<file path="src/rtl/bse_pkg.sv">
/*
  Shared constants and types for the branch, skip, load and store execution block.
  Assumes one 100 MHz clock domain and an 8-bit data space reached through a ready handshake.
*/
package bse_pkg;
  // Register window offsets, byte addresses on the 12-bit bus
  localparam logic [11:0] BSE_OFF_INSTR = 12'h000;
  localparam logic [11:0] BSE_OFF_CFG = 12'h004;
  localparam logic [11:0] BSE_OFF_FLAGS = 12'h008;
  localparam logic [11:0] BSE_OFF_PC = 12'h00c;
  localparam logic [11:0] BSE_OFF_SP = 12'h010;
  localparam logic [11:0] BSE_OFF_STAT = 12'h014;
  localparam logic [11:0] BSE_OFF_REGS = 12'h080;
  // Status flag bit positions
  localparam int BSE_FC = 0;
  localparam int BSE_FZ = 1;
  localparam int BSE_FN = 2;
  localparam int BSE_FV = 3;
  localparam int BSE_FS = 4;
  localparam int BSE_FH = 5;
  localparam int BSE_FI = 7;
  // Reset values
  localparam logic [15:0] BSE_PC_RST = 16'h0000;
  localparam logic [15:0] BSE_SP_RST = 16'h00ff;
  localparam logic [7:0] BSE_FLAGS_RST = 8'h00;
  // Data space layout
  localparam logic [15:0] BSE_IO_BASE = 16'h0000;
  localparam logic [15:0] BSE_NVM_BASE = 16'h1000;
  // Pointer register indices
  localparam logic [4:0] BSE_PX = 5'h1a;
  localparam logic [4:0] BSE_PY = 5'h1c;
  localparam logic [4:0] BSE_PZ = 5'h1e;
  // Cycle counts with internal RAM
  localparam logic [2:0] BSE_CYC_ONE = 3'h1;
  localparam logic [2:0] BSE_CYC_TAKEN = 3'h2;
  localparam logic [2:0] BSE_CYC_SKIP1 = 3'h2;
  localparam logic [2:0] BSE_CYC_SKIP2 = 3'h3;
  localparam logic [2:0] BSE_CYC_DFETCH = 3'h3;
  localparam logic [2:0] BSE_CYC_LDP = 3'h2;
  localparam logic [2:0] BSE_CYC_DWRITE = 3'h2;
  localparam logic [2:0] BSE_CYC_STP = 3'h1;
  localparam logic [2:0] BSE_CYC_CALL = 3'h3;
  localparam logic [2:0] BSE_CYC_BACK = 3'h4;

  typedef enum logic [3:0] {
    BSE_OP_NONE, BSE_OP_CMP, BSE_OP_EQSKIP, BSE_OP_RSKIP, BSE_OP_ISKIP, BSE_OP_BR,
    BSE_OP_DFETCH, BSE_OP_LDP, BSE_OP_DWRITE, BSE_OP_STP, BSE_OP_CALL, BSE_OP_BACK
  } bse_op_t;

  typedef enum logic [1:0] {BSE_S_IDLE, BSE_S_DEC, BSE_S_RUN} bse_state_t;

  typedef struct packed {
    logic valid;
    logic we;
    logic [15:0] addr;
    logic [7:0] wdata;
  } bse_dreq_t;
endpackage

</file>
<file path="src/rtl/bse_exec.sv">
/*
  Execution engine for compares, skips, flag branches, call/return and data loads/stores,
  with its own register file, program counter, stack pointer and status flags behind APB.
  Assumes a same-clock data-space slave that holds dmem_ready low while it is busy.
*/
`timescale 1ns/1ps
module bse_exec
  import bse_pkg::*;
(
  input wire logic clk_sys,
  input wire logic reset,
  input wire logic psel,
  input wire logic penable,
  input wire logic pwrite,
  input wire logic [11:0] paddr,
  input wire logic [31:0] pwdata,
  output logic [31:0] prdata,
  output logic pready,
  output logic pslverr,
  output bse_dreq_t dmem_req,
  input wire logic [7:0] dmem_rdata,
  input wire logic dmem_ready,
  output logic exec_busy
);
  bse_state_t state_r;
  bse_op_t dop;
  bse_dreq_t dmem_r;
  logic [31:0] instr_r, prdata_r, rd_val;
  logic [15:0] w, k2, pc_r, sp_r, pval, pnew, ea, link_pc, koff, nx_addr, pc_nxt;
  logic [15:0] pop_r;
  logic [7:0] rf_r [32];
  logic [7:0] flags_r, flags_nxt, rdv, rrv, res, rbuf_r, nx_wd, cyc_last_r, tot_r;
  logic [4:0] dd, pidx;
  logic [5:0] q;
  logic [2:0] cnt_r, need, need_eff, skip_len;
  logic [1:0] acc_r, nacc;
  logic two_r, busy_r, pready_r, pslverr_r, nvm_wait_r, stalled_r;
  logic ppost, ppre, cmp_carry, eqv, rbit, brc, nx_we, nidx;
  logic acc_fire, stall, fin, hit, eng_reg, err, wr, launch;
  logic fh, fv, fc, fz;

  assign w = instr_r[15:0];
  assign k2 = instr_r[31:16];
  assign prdata = prdata_r;
  assign pready = pready_r;
  assign pslverr = pslverr_r;
  assign dmem_req = dmem_r;
  assign exec_busy = busy_r;

  // Instruction decode
  always_comb begin
    dop = BSE_OP_NONE;
    pidx = BSE_PZ;
    ppost = 1'b0;
    ppre = 1'b0;
    q = 6'h00;
    casez (w)
      16'b0001_00??_????_????: dop = BSE_OP_EQSKIP;
      16'b0001_01??_????_????, 16'b0000_01??_????_????, 16'b0011_????_????_????: begin
        dop = BSE_OP_CMP;
      end
      16'b1111_11??_????_0???: dop = BSE_OP_RSKIP;
      16'b1001_10?1_????_????: dop = BSE_OP_ISKIP;
      16'b1111_0???_????_????: dop = BSE_OP_BR;
      16'b1001010?????111?: dop = BSE_OP_CALL;
      16'b10010101000?1000: dop = BSE_OP_BACK;
      16'b1001_00??_????_????: begin
        if (w[3:0] == 4'h0) begin
          dop = w[9] ? BSE_OP_DWRITE : BSE_OP_DFETCH;
        end else if (w[3:0] inside {4'h1, 4'h2, 4'h9, 4'ha, 4'hc, 4'hd, 4'he}) begin
          dop = w[9] ? BSE_OP_STP : BSE_OP_LDP;
          pidx = (w[3:2] == 2'b11) ? BSE_PX : (w[3] ? BSE_PY : BSE_PZ);
          ppost = w[1:0] == 2'b01;
          ppre = w[1:0] == 2'b10;
        end
      end
      16'b10?0_????_????_????: begin
        dop = w[9] ? BSE_OP_STP : BSE_OP_LDP;
        pidx = w[3] ? BSE_PY : BSE_PZ;
        q = {w[13], w[11:10], w[2:0]};
      end
      default: ;
    endcase
  end

  // Operands and compare flags
  assign cmp_carry = w[15:10] == 6'b000001;
  assign dd = (w[15:12] == 4'h3) ? {1'b1, w[7:4]} : w[8:4];
  assign rdv = rf_r[dd];
  assign rrv = (w[15:12] == 4'h3) ? {w[11:8], w[3:0]} : rf_r[{w[9], w[3:0]}];
  assign res = rdv - rrv - {7'h00, cmp_carry & flags_r[BSE_FC]};
  assign fh = (~rdv[3] & rrv[3]) | (rrv[3] & res[3]) | (res[3] & ~rdv[3]);
  assign fv = (rdv[7] & ~rrv[7] & ~res[7]) | (~rdv[7] & rrv[7] & res[7]);
  assign fc = (~rdv[7] & rrv[7]) | (rrv[7] & res[7]) | (res[7] & ~rdv[7]);
  // Carry-chained compare can only keep or clear zero, so multi-byte compares work
  assign fz = (res == 8'h00) & (~cmp_carry | flags_r[BSE_FZ]);
  always_comb begin
    flags_nxt = flags_r;
    flags_nxt[BSE_FC] = fc;
    flags_nxt[BSE_FZ] = fz;
    flags_nxt[BSE_FN] = res[7];
    flags_nxt[BSE_FV] = fv;
    flags_nxt[BSE_FS] = res[7] ^ fv;
    flags_nxt[BSE_FH] = fh;
  end

  // Conditions; every named branch is a flag branch on its bit
  assign eqv = rf_r[w[8:4]] == rf_r[{w[9], w[3:0]}];
  assign rbit = rf_r[w[8:4]][w[2:0]] == w[9];
  assign brc = flags_r[w[2:0]] == ~w[10];
  assign skip_len = two_r ? BSE_CYC_SKIP2 : BSE_CYC_SKIP1;
  assign koff = {{9{w[9]}}, w[9:3]};
  assign pval = {rf_r[{pidx[4:1], 1'b1}], rf_r[pidx]};
  assign ea = ppre ? pval - 16'h0001 : pval + {10'h000, q};
  assign pnew = ppost ? pval + 16'h0001 : pval - 16'h0001;
  assign link_pc = pc_r + 16'h0002;

  always_comb begin
    need = BSE_CYC_ONE;
    nacc = 2'd0;
    unique case (dop)
      BSE_OP_EQSKIP: need = eqv ? skip_len : BSE_CYC_ONE;
      BSE_OP_RSKIP: need = rbit ? skip_len : BSE_CYC_ONE;
      BSE_OP_ISKIP: nacc = 2'd1;
      BSE_OP_BR: need = brc ? BSE_CYC_TAKEN : BSE_CYC_ONE;
      BSE_OP_DFETCH: begin
        need = BSE_CYC_DFETCH;
        nacc = 2'd1;
      end
      BSE_OP_LDP: begin
        need = BSE_CYC_LDP;
        nacc = 2'd1;
      end
      BSE_OP_DWRITE: begin
        need = BSE_CYC_DWRITE;
        nacc = 2'd1;
      end
      BSE_OP_STP: begin
        need = BSE_CYC_STP;
        nacc = 2'd1;
      end
      BSE_OP_CALL: begin
        need = BSE_CYC_CALL;
        nacc = 2'd2;
      end
      BSE_OP_BACK: begin
        need = BSE_CYC_BACK;
        nacc = 2'd2;
      end
      BSE_OP_NONE, BSE_OP_CMP: ;
    endcase
  end

  // Next data-space access, first one from decode, second one after a completed access
  assign nidx = state_r == BSE_S_RUN;
  always_comb begin
    nx_addr = ea;
    nx_wd = rf_r[w[8:4]];
    nx_we = 1'b0;
    unique case (dop)
      BSE_OP_DFETCH: nx_addr = k2;
      BSE_OP_DWRITE: begin
        nx_addr = k2;
        nx_we = 1'b1;
      end
      BSE_OP_STP: nx_we = 1'b1;
      BSE_OP_ISKIP: nx_addr = BSE_IO_BASE + {11'h000, w[7:3]};
      BSE_OP_CALL: begin
        nx_addr = nidx ? sp_r - 16'h0001 : sp_r;
        nx_wd = nidx ? link_pc[15:8] : link_pc[7:0];
        nx_we = 1'b1;
      end
      BSE_OP_BACK: nx_addr = nidx ? sp_r + 16'h0002 : sp_r + 16'h0001;
      default: ;
    endcase
  end

  assign acc_fire = dmem_r.valid & dmem_ready & ~nvm_wait_r;
  assign stall = dmem_r.valid & ~acc_fire;
  // I/O skip length is only known once the byte has been read
  always_comb begin
    need_eff = need;
    if (dop == BSE_OP_ISKIP) begin
      need_eff = (acc_fire ? dmem_rdata[w[2:0]] : rbuf_r[w[2:0]]) == w[9] ?
                 skip_len : BSE_CYC_ONE;
    end
  end
  assign fin = (state_r == BSE_S_RUN) & ~stall & (cnt_r + 3'h1 >= need_eff) &
               ((acc_r == nacc) | (acc_fire & (acc_r + 2'd1 == nacc)));

  // Sequencer
  always_ff @(posedge clk_sys or posedge reset) begin
    if (reset) begin
      state_r <= BSE_S_IDLE;
      busy_r <= 1'b0;
      cnt_r <= 3'h0;
      acc_r <= 2'd0;
      tot_r <= 8'h00;
      cyc_last_r <= 8'h00;
      stalled_r <= 1'b0;
    end else begin
      unique case (state_r)
        BSE_S_IDLE: begin
          if (launch) begin
            state_r <= BSE_S_DEC;
            busy_r <= 1'b1;
          end
        end
        BSE_S_DEC: begin
          state_r <= BSE_S_RUN;
          cnt_r <= 3'h0;
          acc_r <= 2'd0;
          tot_r <= 8'h00;
          stalled_r <= 1'b0;
        end
        BSE_S_RUN: begin
          tot_r <= tot_r + 8'h01;
          if (acc_fire) acc_r <= acc_r + 2'd1;
          if (!stall) cnt_r <= cnt_r + 3'h1;
          if (stall) stalled_r <= 1'b1;
          if (fin) begin
            state_r <= BSE_S_IDLE;
            busy_r <= 1'b0;
            cyc_last_r <= tot_r + 8'h01;
          end
        end
      endcase
    end
  end

  // Data-space request, held until ready
  always_ff @(posedge clk_sys or posedge reset) begin
    if (reset) begin
      dmem_r <= '0;
      nvm_wait_r <= 1'b0;
      rbuf_r <= 8'h00;
      pop_r <= 16'h0000;
    end else begin
      nvm_wait_r <= 1'b0;
      if (state_r == BSE_S_DEC && nacc != 2'd0) begin
        dmem_r <= '{valid: 1'b1, we: nx_we, addr: nx_addr, wdata: nx_wd};
        nvm_wait_r <= nx_addr >= BSE_NVM_BASE;
      end else if (acc_fire) begin
        rbuf_r <= dmem_rdata;
        if (acc_r == 2'd0) pop_r[15:8] <= dmem_rdata;
        else pop_r[7:0] <= dmem_rdata;
        if (acc_r + 2'd1 < nacc) begin
          dmem_r <= '{valid: 1'b1, we: nx_we, addr: nx_addr, wdata: nx_wd};
          nvm_wait_r <= nx_addr >= BSE_NVM_BASE;
        end else begin
          dmem_r.valid <= 1'b0;
        end
      end
    end
  end

  // Register file: loads and pointer updates at retire, compares write nothing
  always_ff @(posedge clk_sys or posedge reset) begin
    if (reset) begin
      for (int i = 0; i < 32; i++) rf_r[i] <= 8'h00;
    end else if (fin) begin
      if (dop == BSE_OP_DFETCH || dop == BSE_OP_LDP) rf_r[w[8:4]] <= rbuf_r;
      if ((dop == BSE_OP_LDP || dop == BSE_OP_STP) && (ppost || ppre)) begin
        rf_r[pidx] <= pnew[7:0];
        rf_r[{pidx[4:1], 1'b1}] <= pnew[15:8];
      end
    end else if (wr && paddr[11:7] == BSE_OFF_REGS[11:7]) begin
      rf_r[paddr[6:2]] <= pwdata[7:0];
    end
  end

  always_comb begin
    pc_nxt = pc_r + 16'h0001;
    unique case (dop)
      BSE_OP_EQSKIP, BSE_OP_RSKIP, BSE_OP_ISKIP: pc_nxt = pc_r + {13'h0000, need_eff};
      BSE_OP_BR: pc_nxt = brc ? pc_r + koff + 16'h0001 : pc_r + 16'h0001;
      BSE_OP_DFETCH, BSE_OP_DWRITE: pc_nxt = pc_r + 16'h0002;
      BSE_OP_CALL: pc_nxt = k2;
      BSE_OP_BACK: pc_nxt = pop_r;
      default: ;
    endcase
  end

  // Program counter, stack pointer, flags, skip-length hint
  always_ff @(posedge clk_sys or posedge reset) begin
    if (reset) begin
      pc_r <= BSE_PC_RST;
      sp_r <= BSE_SP_RST;
      flags_r <= BSE_FLAGS_RST;
      two_r <= 1'b0;
    end else if (fin) begin
      pc_r <= pc_nxt;
      if (dop == BSE_OP_CMP) flags_r <= flags_nxt;
      if (dop == BSE_OP_CALL) sp_r <= sp_r - 16'h0002;
      if (dop == BSE_OP_BACK) begin
        sp_r <= sp_r + 16'h0002;
        if (w[4]) flags_r[BSE_FI] <= 1'b1;
      end
    end else if (wr) begin
      if (paddr == BSE_OFF_PC) pc_r <= pwdata[15:0];
      if (paddr == BSE_OFF_SP) sp_r <= pwdata[15:0];
      if (paddr == BSE_OFF_FLAGS) flags_r <= pwdata[7:0];
      if (paddr == BSE_OFF_CFG) two_r <= pwdata[0];
    end
  end

  // APB slave, one wait state; engine state cannot be written while an instruction runs
  assign eng_reg = paddr == BSE_OFF_INSTR || paddr == BSE_OFF_CFG || paddr == BSE_OFF_FLAGS ||
                   paddr == BSE_OFF_PC || paddr == BSE_OFF_SP || paddr[11:7] == 5'h01;
  assign hit = eng_reg || paddr == BSE_OFF_STAT;
  assign err = ~hit | (pwrite & busy_r & eng_reg);
  assign wr = psel & penable & pready_r & pwrite & ~pslverr_r;
  assign launch = wr && paddr == BSE_OFF_INSTR;
  always_comb begin
    rd_val = 32'h0000_0000;
    if (paddr[11:7] == 5'h01) rd_val = {24'h000000, rf_r[paddr[6:2]]};
    else if (paddr == BSE_OFF_INSTR) rd_val = instr_r;
    else if (paddr == BSE_OFF_CFG) rd_val = {31'h00000000, two_r};
    else if (paddr == BSE_OFF_FLAGS) rd_val = {24'h000000, flags_r};
    else if (paddr == BSE_OFF_PC) rd_val = {16'h0000, pc_r};
    else if (paddr == BSE_OFF_SP) rd_val = {16'h0000, sp_r};
    else if (paddr == BSE_OFF_STAT) rd_val = {16'h0000, cyc_last_r, 7'h00, busy_r};
  end
  always_ff @(posedge clk_sys or posedge reset) begin
    if (reset) begin
      pready_r <= 1'b0;
      pslverr_r <= 1'b0;
      prdata_r <= 32'h0000_0000;
      instr_r <= 32'h0000_0000;
    end else begin
      pready_r <= psel & penable & ~pready_r;
      pslverr_r <= psel & penable & ~pready_r & err;
      prdata_r <= (psel & penable & ~pready_r & ~pwrite & hit) ? rd_val : 32'h0000_0000;
      if (launch) instr_r <= pwdata;
    end
  end
endmodule

</file>
<file path="config.mk">
export PLATFORM = sky130hd
export DESIGN_NAME = bse_exec
export DESIGN_NICKNAME = d
export VERILOG_FILES = /design/src/rtl/bse_pkg.sv /design/src/rtl/bse_exec.sv
export SDC_FILE = /design/constraint.sdc
export NUM_CORES = 2
export LEC_CHECK = 0
export ABC_CLOCK_PERIOD_IN_PS = 17700
export BUFFER_PORTS_ARGS = -buffer_cell sky130_fd_sc_hd__clkbuf_2
export CAP_MARGIN = 20
export CELL_PAD_IN_SITES_DETAIL_PLACEMENT = 0
export CELL_PAD_IN_SITES_GLOBAL_PLACEMENT = 1
export CORE_MARGIN = 1
export CORE_UTILIZATION = 30
export CTS_BUF_LIST = sky130_fd_sc_hd__clkbuf_4
export DETAILED_ROUTE_END_ITERATION = 12
export PLACE_DENSITY = 0.61
export SETUP_SLACK_MARGIN = 0.4
export SYNTH_ARGS = -nofsm -noshare
export SYNTH_HDL_FRONTEND = slang
export SYNTH_SLANG_ARGS = --single-unit
</file>
<file path="constraint.sdc">
create_clock -name clk_sys -period 17.7 [get_ports clk_sys]
set_clock_uncertainty 0.05 [all_clocks]
set_input_delay 4.425 -clock clk_sys [delete_from_list [all_inputs] [get_ports clk_sys]]
set_output_delay 4.425 -clock clk_sys [all_outputs]
set_load 0.02 [all_outputs]
</file>
==> summary.txt <==
Status
  – Result of the run: complete, no violations

Global routing
  – Number of antenna violations at the first check in global routing: 7
  – Vias in the first global route: 29,500
  – GRT Total Usage: 0.263
  – First-pass GRT wire length: 215,000 um
  – Maximum number of pins on one net before global-route repair: 80
  – Total grt overflow: 0

Logic synthesis
  – Number of warnings reported in the yosys synthesis log: 0
  – Simple-gate share of the synthesized area: 0.146
  – Net count of the mapped netlist: 3,674
  – Mapped Cells: 3,555
  – Xor-xnor portion of the synthesized cell area: 0.0334
  – Dominant combinational cell family by area after synthesis: multiplexers
  – Library cell with the largest summed area after synthesis: dfrtp_1
  – Share of synthesized registers carrying an async set or reset: 1.00
  – Synth Flop Type: dfrtp_1
  – Total standard cell area after synthesis: 33,000 sq um
  – Post-synthesis share of cell area spent on full adders, half adders and majority gates: 0.0243
  – Top area cells in the synthesized netlist: dfrtp_1 (33%), mux4_2 (15%), a22oi_1 (5.9%)
  – Share of synthesized area spent on multiplexers: 0.213
  – Mean cell area of the mapped netlist: 9.28 sq um
  – Post-synthesis compound-gate area fraction: 0.207
  – Number of enable-type register cells in the synthesized netlist: 0
  – Flip-flop and latch count after synthesis: 438
  – Number of distinct standard cells referenced by the synthesized netlist: 90
  – Share of the yosys chip area belonging to registers: 0.333
  – Share of Yosys cell area claimed by the top area cell type: 0.326

Timing
  – Final worst path period need: roughly 9.4 ns
  – FMAX: 106 MHz
  – Worst relative slew slack: 0.264
  – TNS Setup: 0 ns
  – Number of hold-slack violations in the final timing report: 0
  – Finish-stage setup viols: 0
  – Unrepaired setup endpoints after global routing: no
  – Max-slew violations: 0
  – Final worst-path cycle share: 0.533
  – Worst Tran Pin Value: 1.10 ns

Drt
  – DRC violation total after the first TritonRoute iteration: 3,581
  – Remaining routing DRC violations: 0
  – Total number of vias: slightly above 30,000
  – Number of optimization iterations in the first detailed-route pass: 7
  – Routed len/inst: 28.9 um
  – Average vias per placed instance: 6.07
  – Routed wire length: around 150,000 um
  – Antenna viol nets, final: 0

Finish
  – NumNets Final: about 3,700
  – Ratio of cells with drive above 1 in the final layout: 0.215
  – Fillcell total: between 10,000 and 15,000
  – Final cell count without fillers: 5,115
  – Layout overhead on the synthesized area: 11.4%

Power and ir drop
  – Switching share of total power: 0.405
  – Largest vdd supply drop: 0.0602 mV
  – Static power due to leakage: 13.9 nW
  – Sequential share of power: 0.361
  – Combinational power share: 0.323
  – Int Pwr: 2.04 mW
  – Power per cell area: between 90 and 100 nW/um^2
  – Switching power: 1.39 mW
  – Power share of the clock group: 0.317

Placed design
  – Detailed-placement wirelength estimate: ~100,000 um
  – Number of buffers added on ports: approximately 120
  – Number of placed instances with taps included: about 4,900
  – Weighted congestion at the end of routability-driven global placement: 0.960

Setup path
  – Reg2Reg Capture Point: rf_r[175]
  – Most used cell along the critical path: buf_4
  – Buffers and inverters on the worst path: 3
  – Required time of the worst setup path: 18.53 ns
  – Worst EP arrival: 10.27 ns
  – Maximum fanout along the worst path: 49
  – Nature of the critical path endpoint: flop
  – Critical-path cell list: buf_4 > buf_4 > mux4_2 > mux4_2 > o21ai_0 > xnor2_1 > nand4_1 > nor4_1 > nor2b_1 > o32a_1 > ha_1 > nand2b_1 > a21o_1 > a21o_1 > o2111ai_4 > buf_4 > nand2_1 > nor2_1 > o22ai_1 > nand2_1 > o21ai_0
  – Critical path's top delay family: simple AND/OR/NAND/NOR gates
  – Kind of start point of the critical path: flop
  – Cell at the slowest stage of the critical path: nor4_1
  – CP max stage delay: 0.89 ns
  – Startpoint of the worst-slack reg-to-reg timing path: instr_r[0]
  – CP Class: reg -> reg
  – Reg-to-reg slack, setup: 8.26 ns
  – Depth of the worst register-to-register path: 21

Hold path
  – Hold Path Origin: cyc_last_r[1]
  – Hold endpoint: cyc_last_r[1]
  – Hold Crit Depth: 2
  – Type of the worst min-delay path: reg -> reg

Clocking
  – Total number of H-tree levels: 4
  – Post-CTS Setup Repair Bufs: 0
  – Sink count of the clock tree: 438
  – Clock insertion delay at the later pin of the skew report: 1.11 ns
  – Clock Tree Buf Depth: 3
  – CTS tree: yes
  – Number of gates resized after CTS: 0
  – Number of buffers inserted during clock tree synthesis: approximately 140
  – Cts-stage hold buffer count: 0
  – Clock slew at the register clock pins of the worst setup and hold paths: roughly 0.070 ns
  – Root Buffer Master: clkbuf_4

Run
  – # Max-Cap Violations: 0

Floorplanning
  – # IOs: 119
  – Starting density of the core: 0.303
  – Core Area: 109,000 sq um
  – Die Outline Area: approximately 110,000 sq um
  – Placement Rows: 121
  – Die X-Extent: roughly 330 um
  – Vertical die dimension: roughly 330 um
-- power groups by stage --
| stage | clock (mW) | sequential (mW) | combinational (mW) |
|---|---|---|---|
| 5_1_grt | 1.16 | 1.24 | 1.20 |
| 3_3_place_gp | 0 | 1.25 | 1.08 |
| 3_5_place_dp | 0 | 1.25 | 1.09 |
| 6_report | 1.09 | 1.24 | 1.11 |
| 2_1_floorplan | 0 | 1.16 | 0.789 |
| 4_1_cts | 1.11 | 1.23 | 1.09 |
-- worst max path at each step --
stage | cells after the start | slack [ns] | start | to
floorplan | 1 | 1.04 | reset | acc_r[0]
global placement | 16 | 7.43 | dmem_rdata[6] | rf_r[199]
detailed placement | 18 | 7.69 | dmem_rdata[6] | rf_r[139]
CTS | 21 | 8.33 | instr_r[0] | rf_r[142]
global route | 22 | 7.85 | instr_r[0] | rf_r[174]
finish | 21 | 8.26 | instr_r[0] | rf_r[175]
-- Yosys cell counts, types with 14 or more instances --
cell and n:
a222oi_1 14, mux4_2 220, nand2b_1 25, nor2_1 273
nor2b_1 17, o221ai_1 15, o21ai_0 352, nor3_1 52
inv_1 65, o211ai_1 20, buf_2 30, and2_1 30
a31oi_1 44, mux2i_1 121, ha_1 56, or3_1 18
a21oi_1 171, clkbuf_1 228, mux2_2 75, nand3_1 102
o22ai_1 74, and3_1 15, a22oi_1 258, or2_2 27
xor2_1 48, xnor2_1 76, nand2_1 434, dfrtp_1 430
buf_1 46, nand4_1 14, a211oi_1 29
-- routing by layer --
layer / wire length (um) / global-route usage / vias to the layer above
li1: - / - / 13600
met1: 61600 / 0.351 / 15500
met2: 65600 / 0.398 / 1621
met3: 12800 / 0.0608 / 331
met4: 7760 / 0.132 / 6
met5: 40 / 0 / -
-- kinds of logic (layout without fill, tap and decap cells) --
| group | after synthesis | in the layout |
|---|---|---|
| compound gates | 1078 | 1078 |
| xor+xnor | 125 | 125 |
| fa+ha+maj | 61 | 61 |
| buf+inv | 375 | 511 |
| flops | 438 | 438 |
| mux | 416 | 416 |
| other cells | 0 | 10 |
| simple gates | 1062 | 1062 |
-- placed cells by master, fill, tap and decap left out, types with 74 or more instances in the layout --
cell type | Yosys | layout
o22ai_1 | 74 | 74
mux2_2 | 75 | 75
nor2_1 | 273 | 271
mux4_2 | 220 | 220
clkbuf_4 | 0 | 187
buf_4 | 1 | 93
a22oi_1 | 258 | 258
xnor2_1 | 76 | 76
nand2_1 | 434 | 433
o21ai_0 | 352 | 351
dfrtp_1 | 430 | 424
clkbuf_2 | 0 | 116
a21oi_1 | 171 | 171
nand3_1 | 102 | 102
mux2i_1 | 121 | 121
-- registers in the layout, indices dropped and copies added (netlist names) --
name / cells
rf_r: 256
pc_r: 16
acc_r: 2
two_r: 1
cyc_last_r: 8
exec_busy: 1
instr_r: 32
state_r: 2
dmem_req: 26
flags_r: 8
tot_r: 8
pready: 1
sp_r: 16
cnt_r: 3
pslverr: 1
nvm_wait_r: 1
pop_r: 16
rbuf_r: 8
prdata: 32
-- stage by stage --
step	instance area [sq um]	hold slack (ns)	total power [mW]	utilization	setup WS [ns]
detailed placement	34900	0.423	2.34	0.320	7.69
CTS	36600	0.438	3.44	0.336	8.33
finish	36800	0.433	3.43	0.337	8.26
global placement	34800	0.420	2.33	0.319	7.43
global route	36700	0.458	3.61	0.337	7.85
floorplan	33000	0.397	1.95	-	1.04
-- worst reg2reg max path, cell delays in order, from the launching register on --
cell and delay, ns:
dfrtp_4 0.60, buf_4 0.69, buf_4 0.78, mux4_2 0.64, mux4_2 0.48, o21ai_0 0.55, xnor2_1 0.21, nand4_1 0.12
nor4_1 0.89, nor2b_1 0.12, o32a_1 0.34, ha_1 0.27, nand2b_1 0.14, a21o_1 0.17, a21o_1 0.22, o2111ai_4 0.36
buf_4 0.59, nand2_1 0.59, nor2_1 0.68, o22ai_1 0.48, nand2_1 0.18, o21ai_0 0.09
-- layout make-up --
class | count | area [sq um] | share of cell area
diodes | 10 | 25.0 | 0.000681
clock buffers | 187 | 1400 | 0.0382
clock inverters | 43 | 334 | 0.00909
inverters | 68 | 265 | 0.00722
multi-input cells | 2742 | 20600 | 0.561
flip-flops and latches | 438 | 11000 | 0.299
well taps | 1414 | 1770 | 0.0481
repair buffers | 213 | 1340 | 0.0364
(Power assumes the default switching activity.)
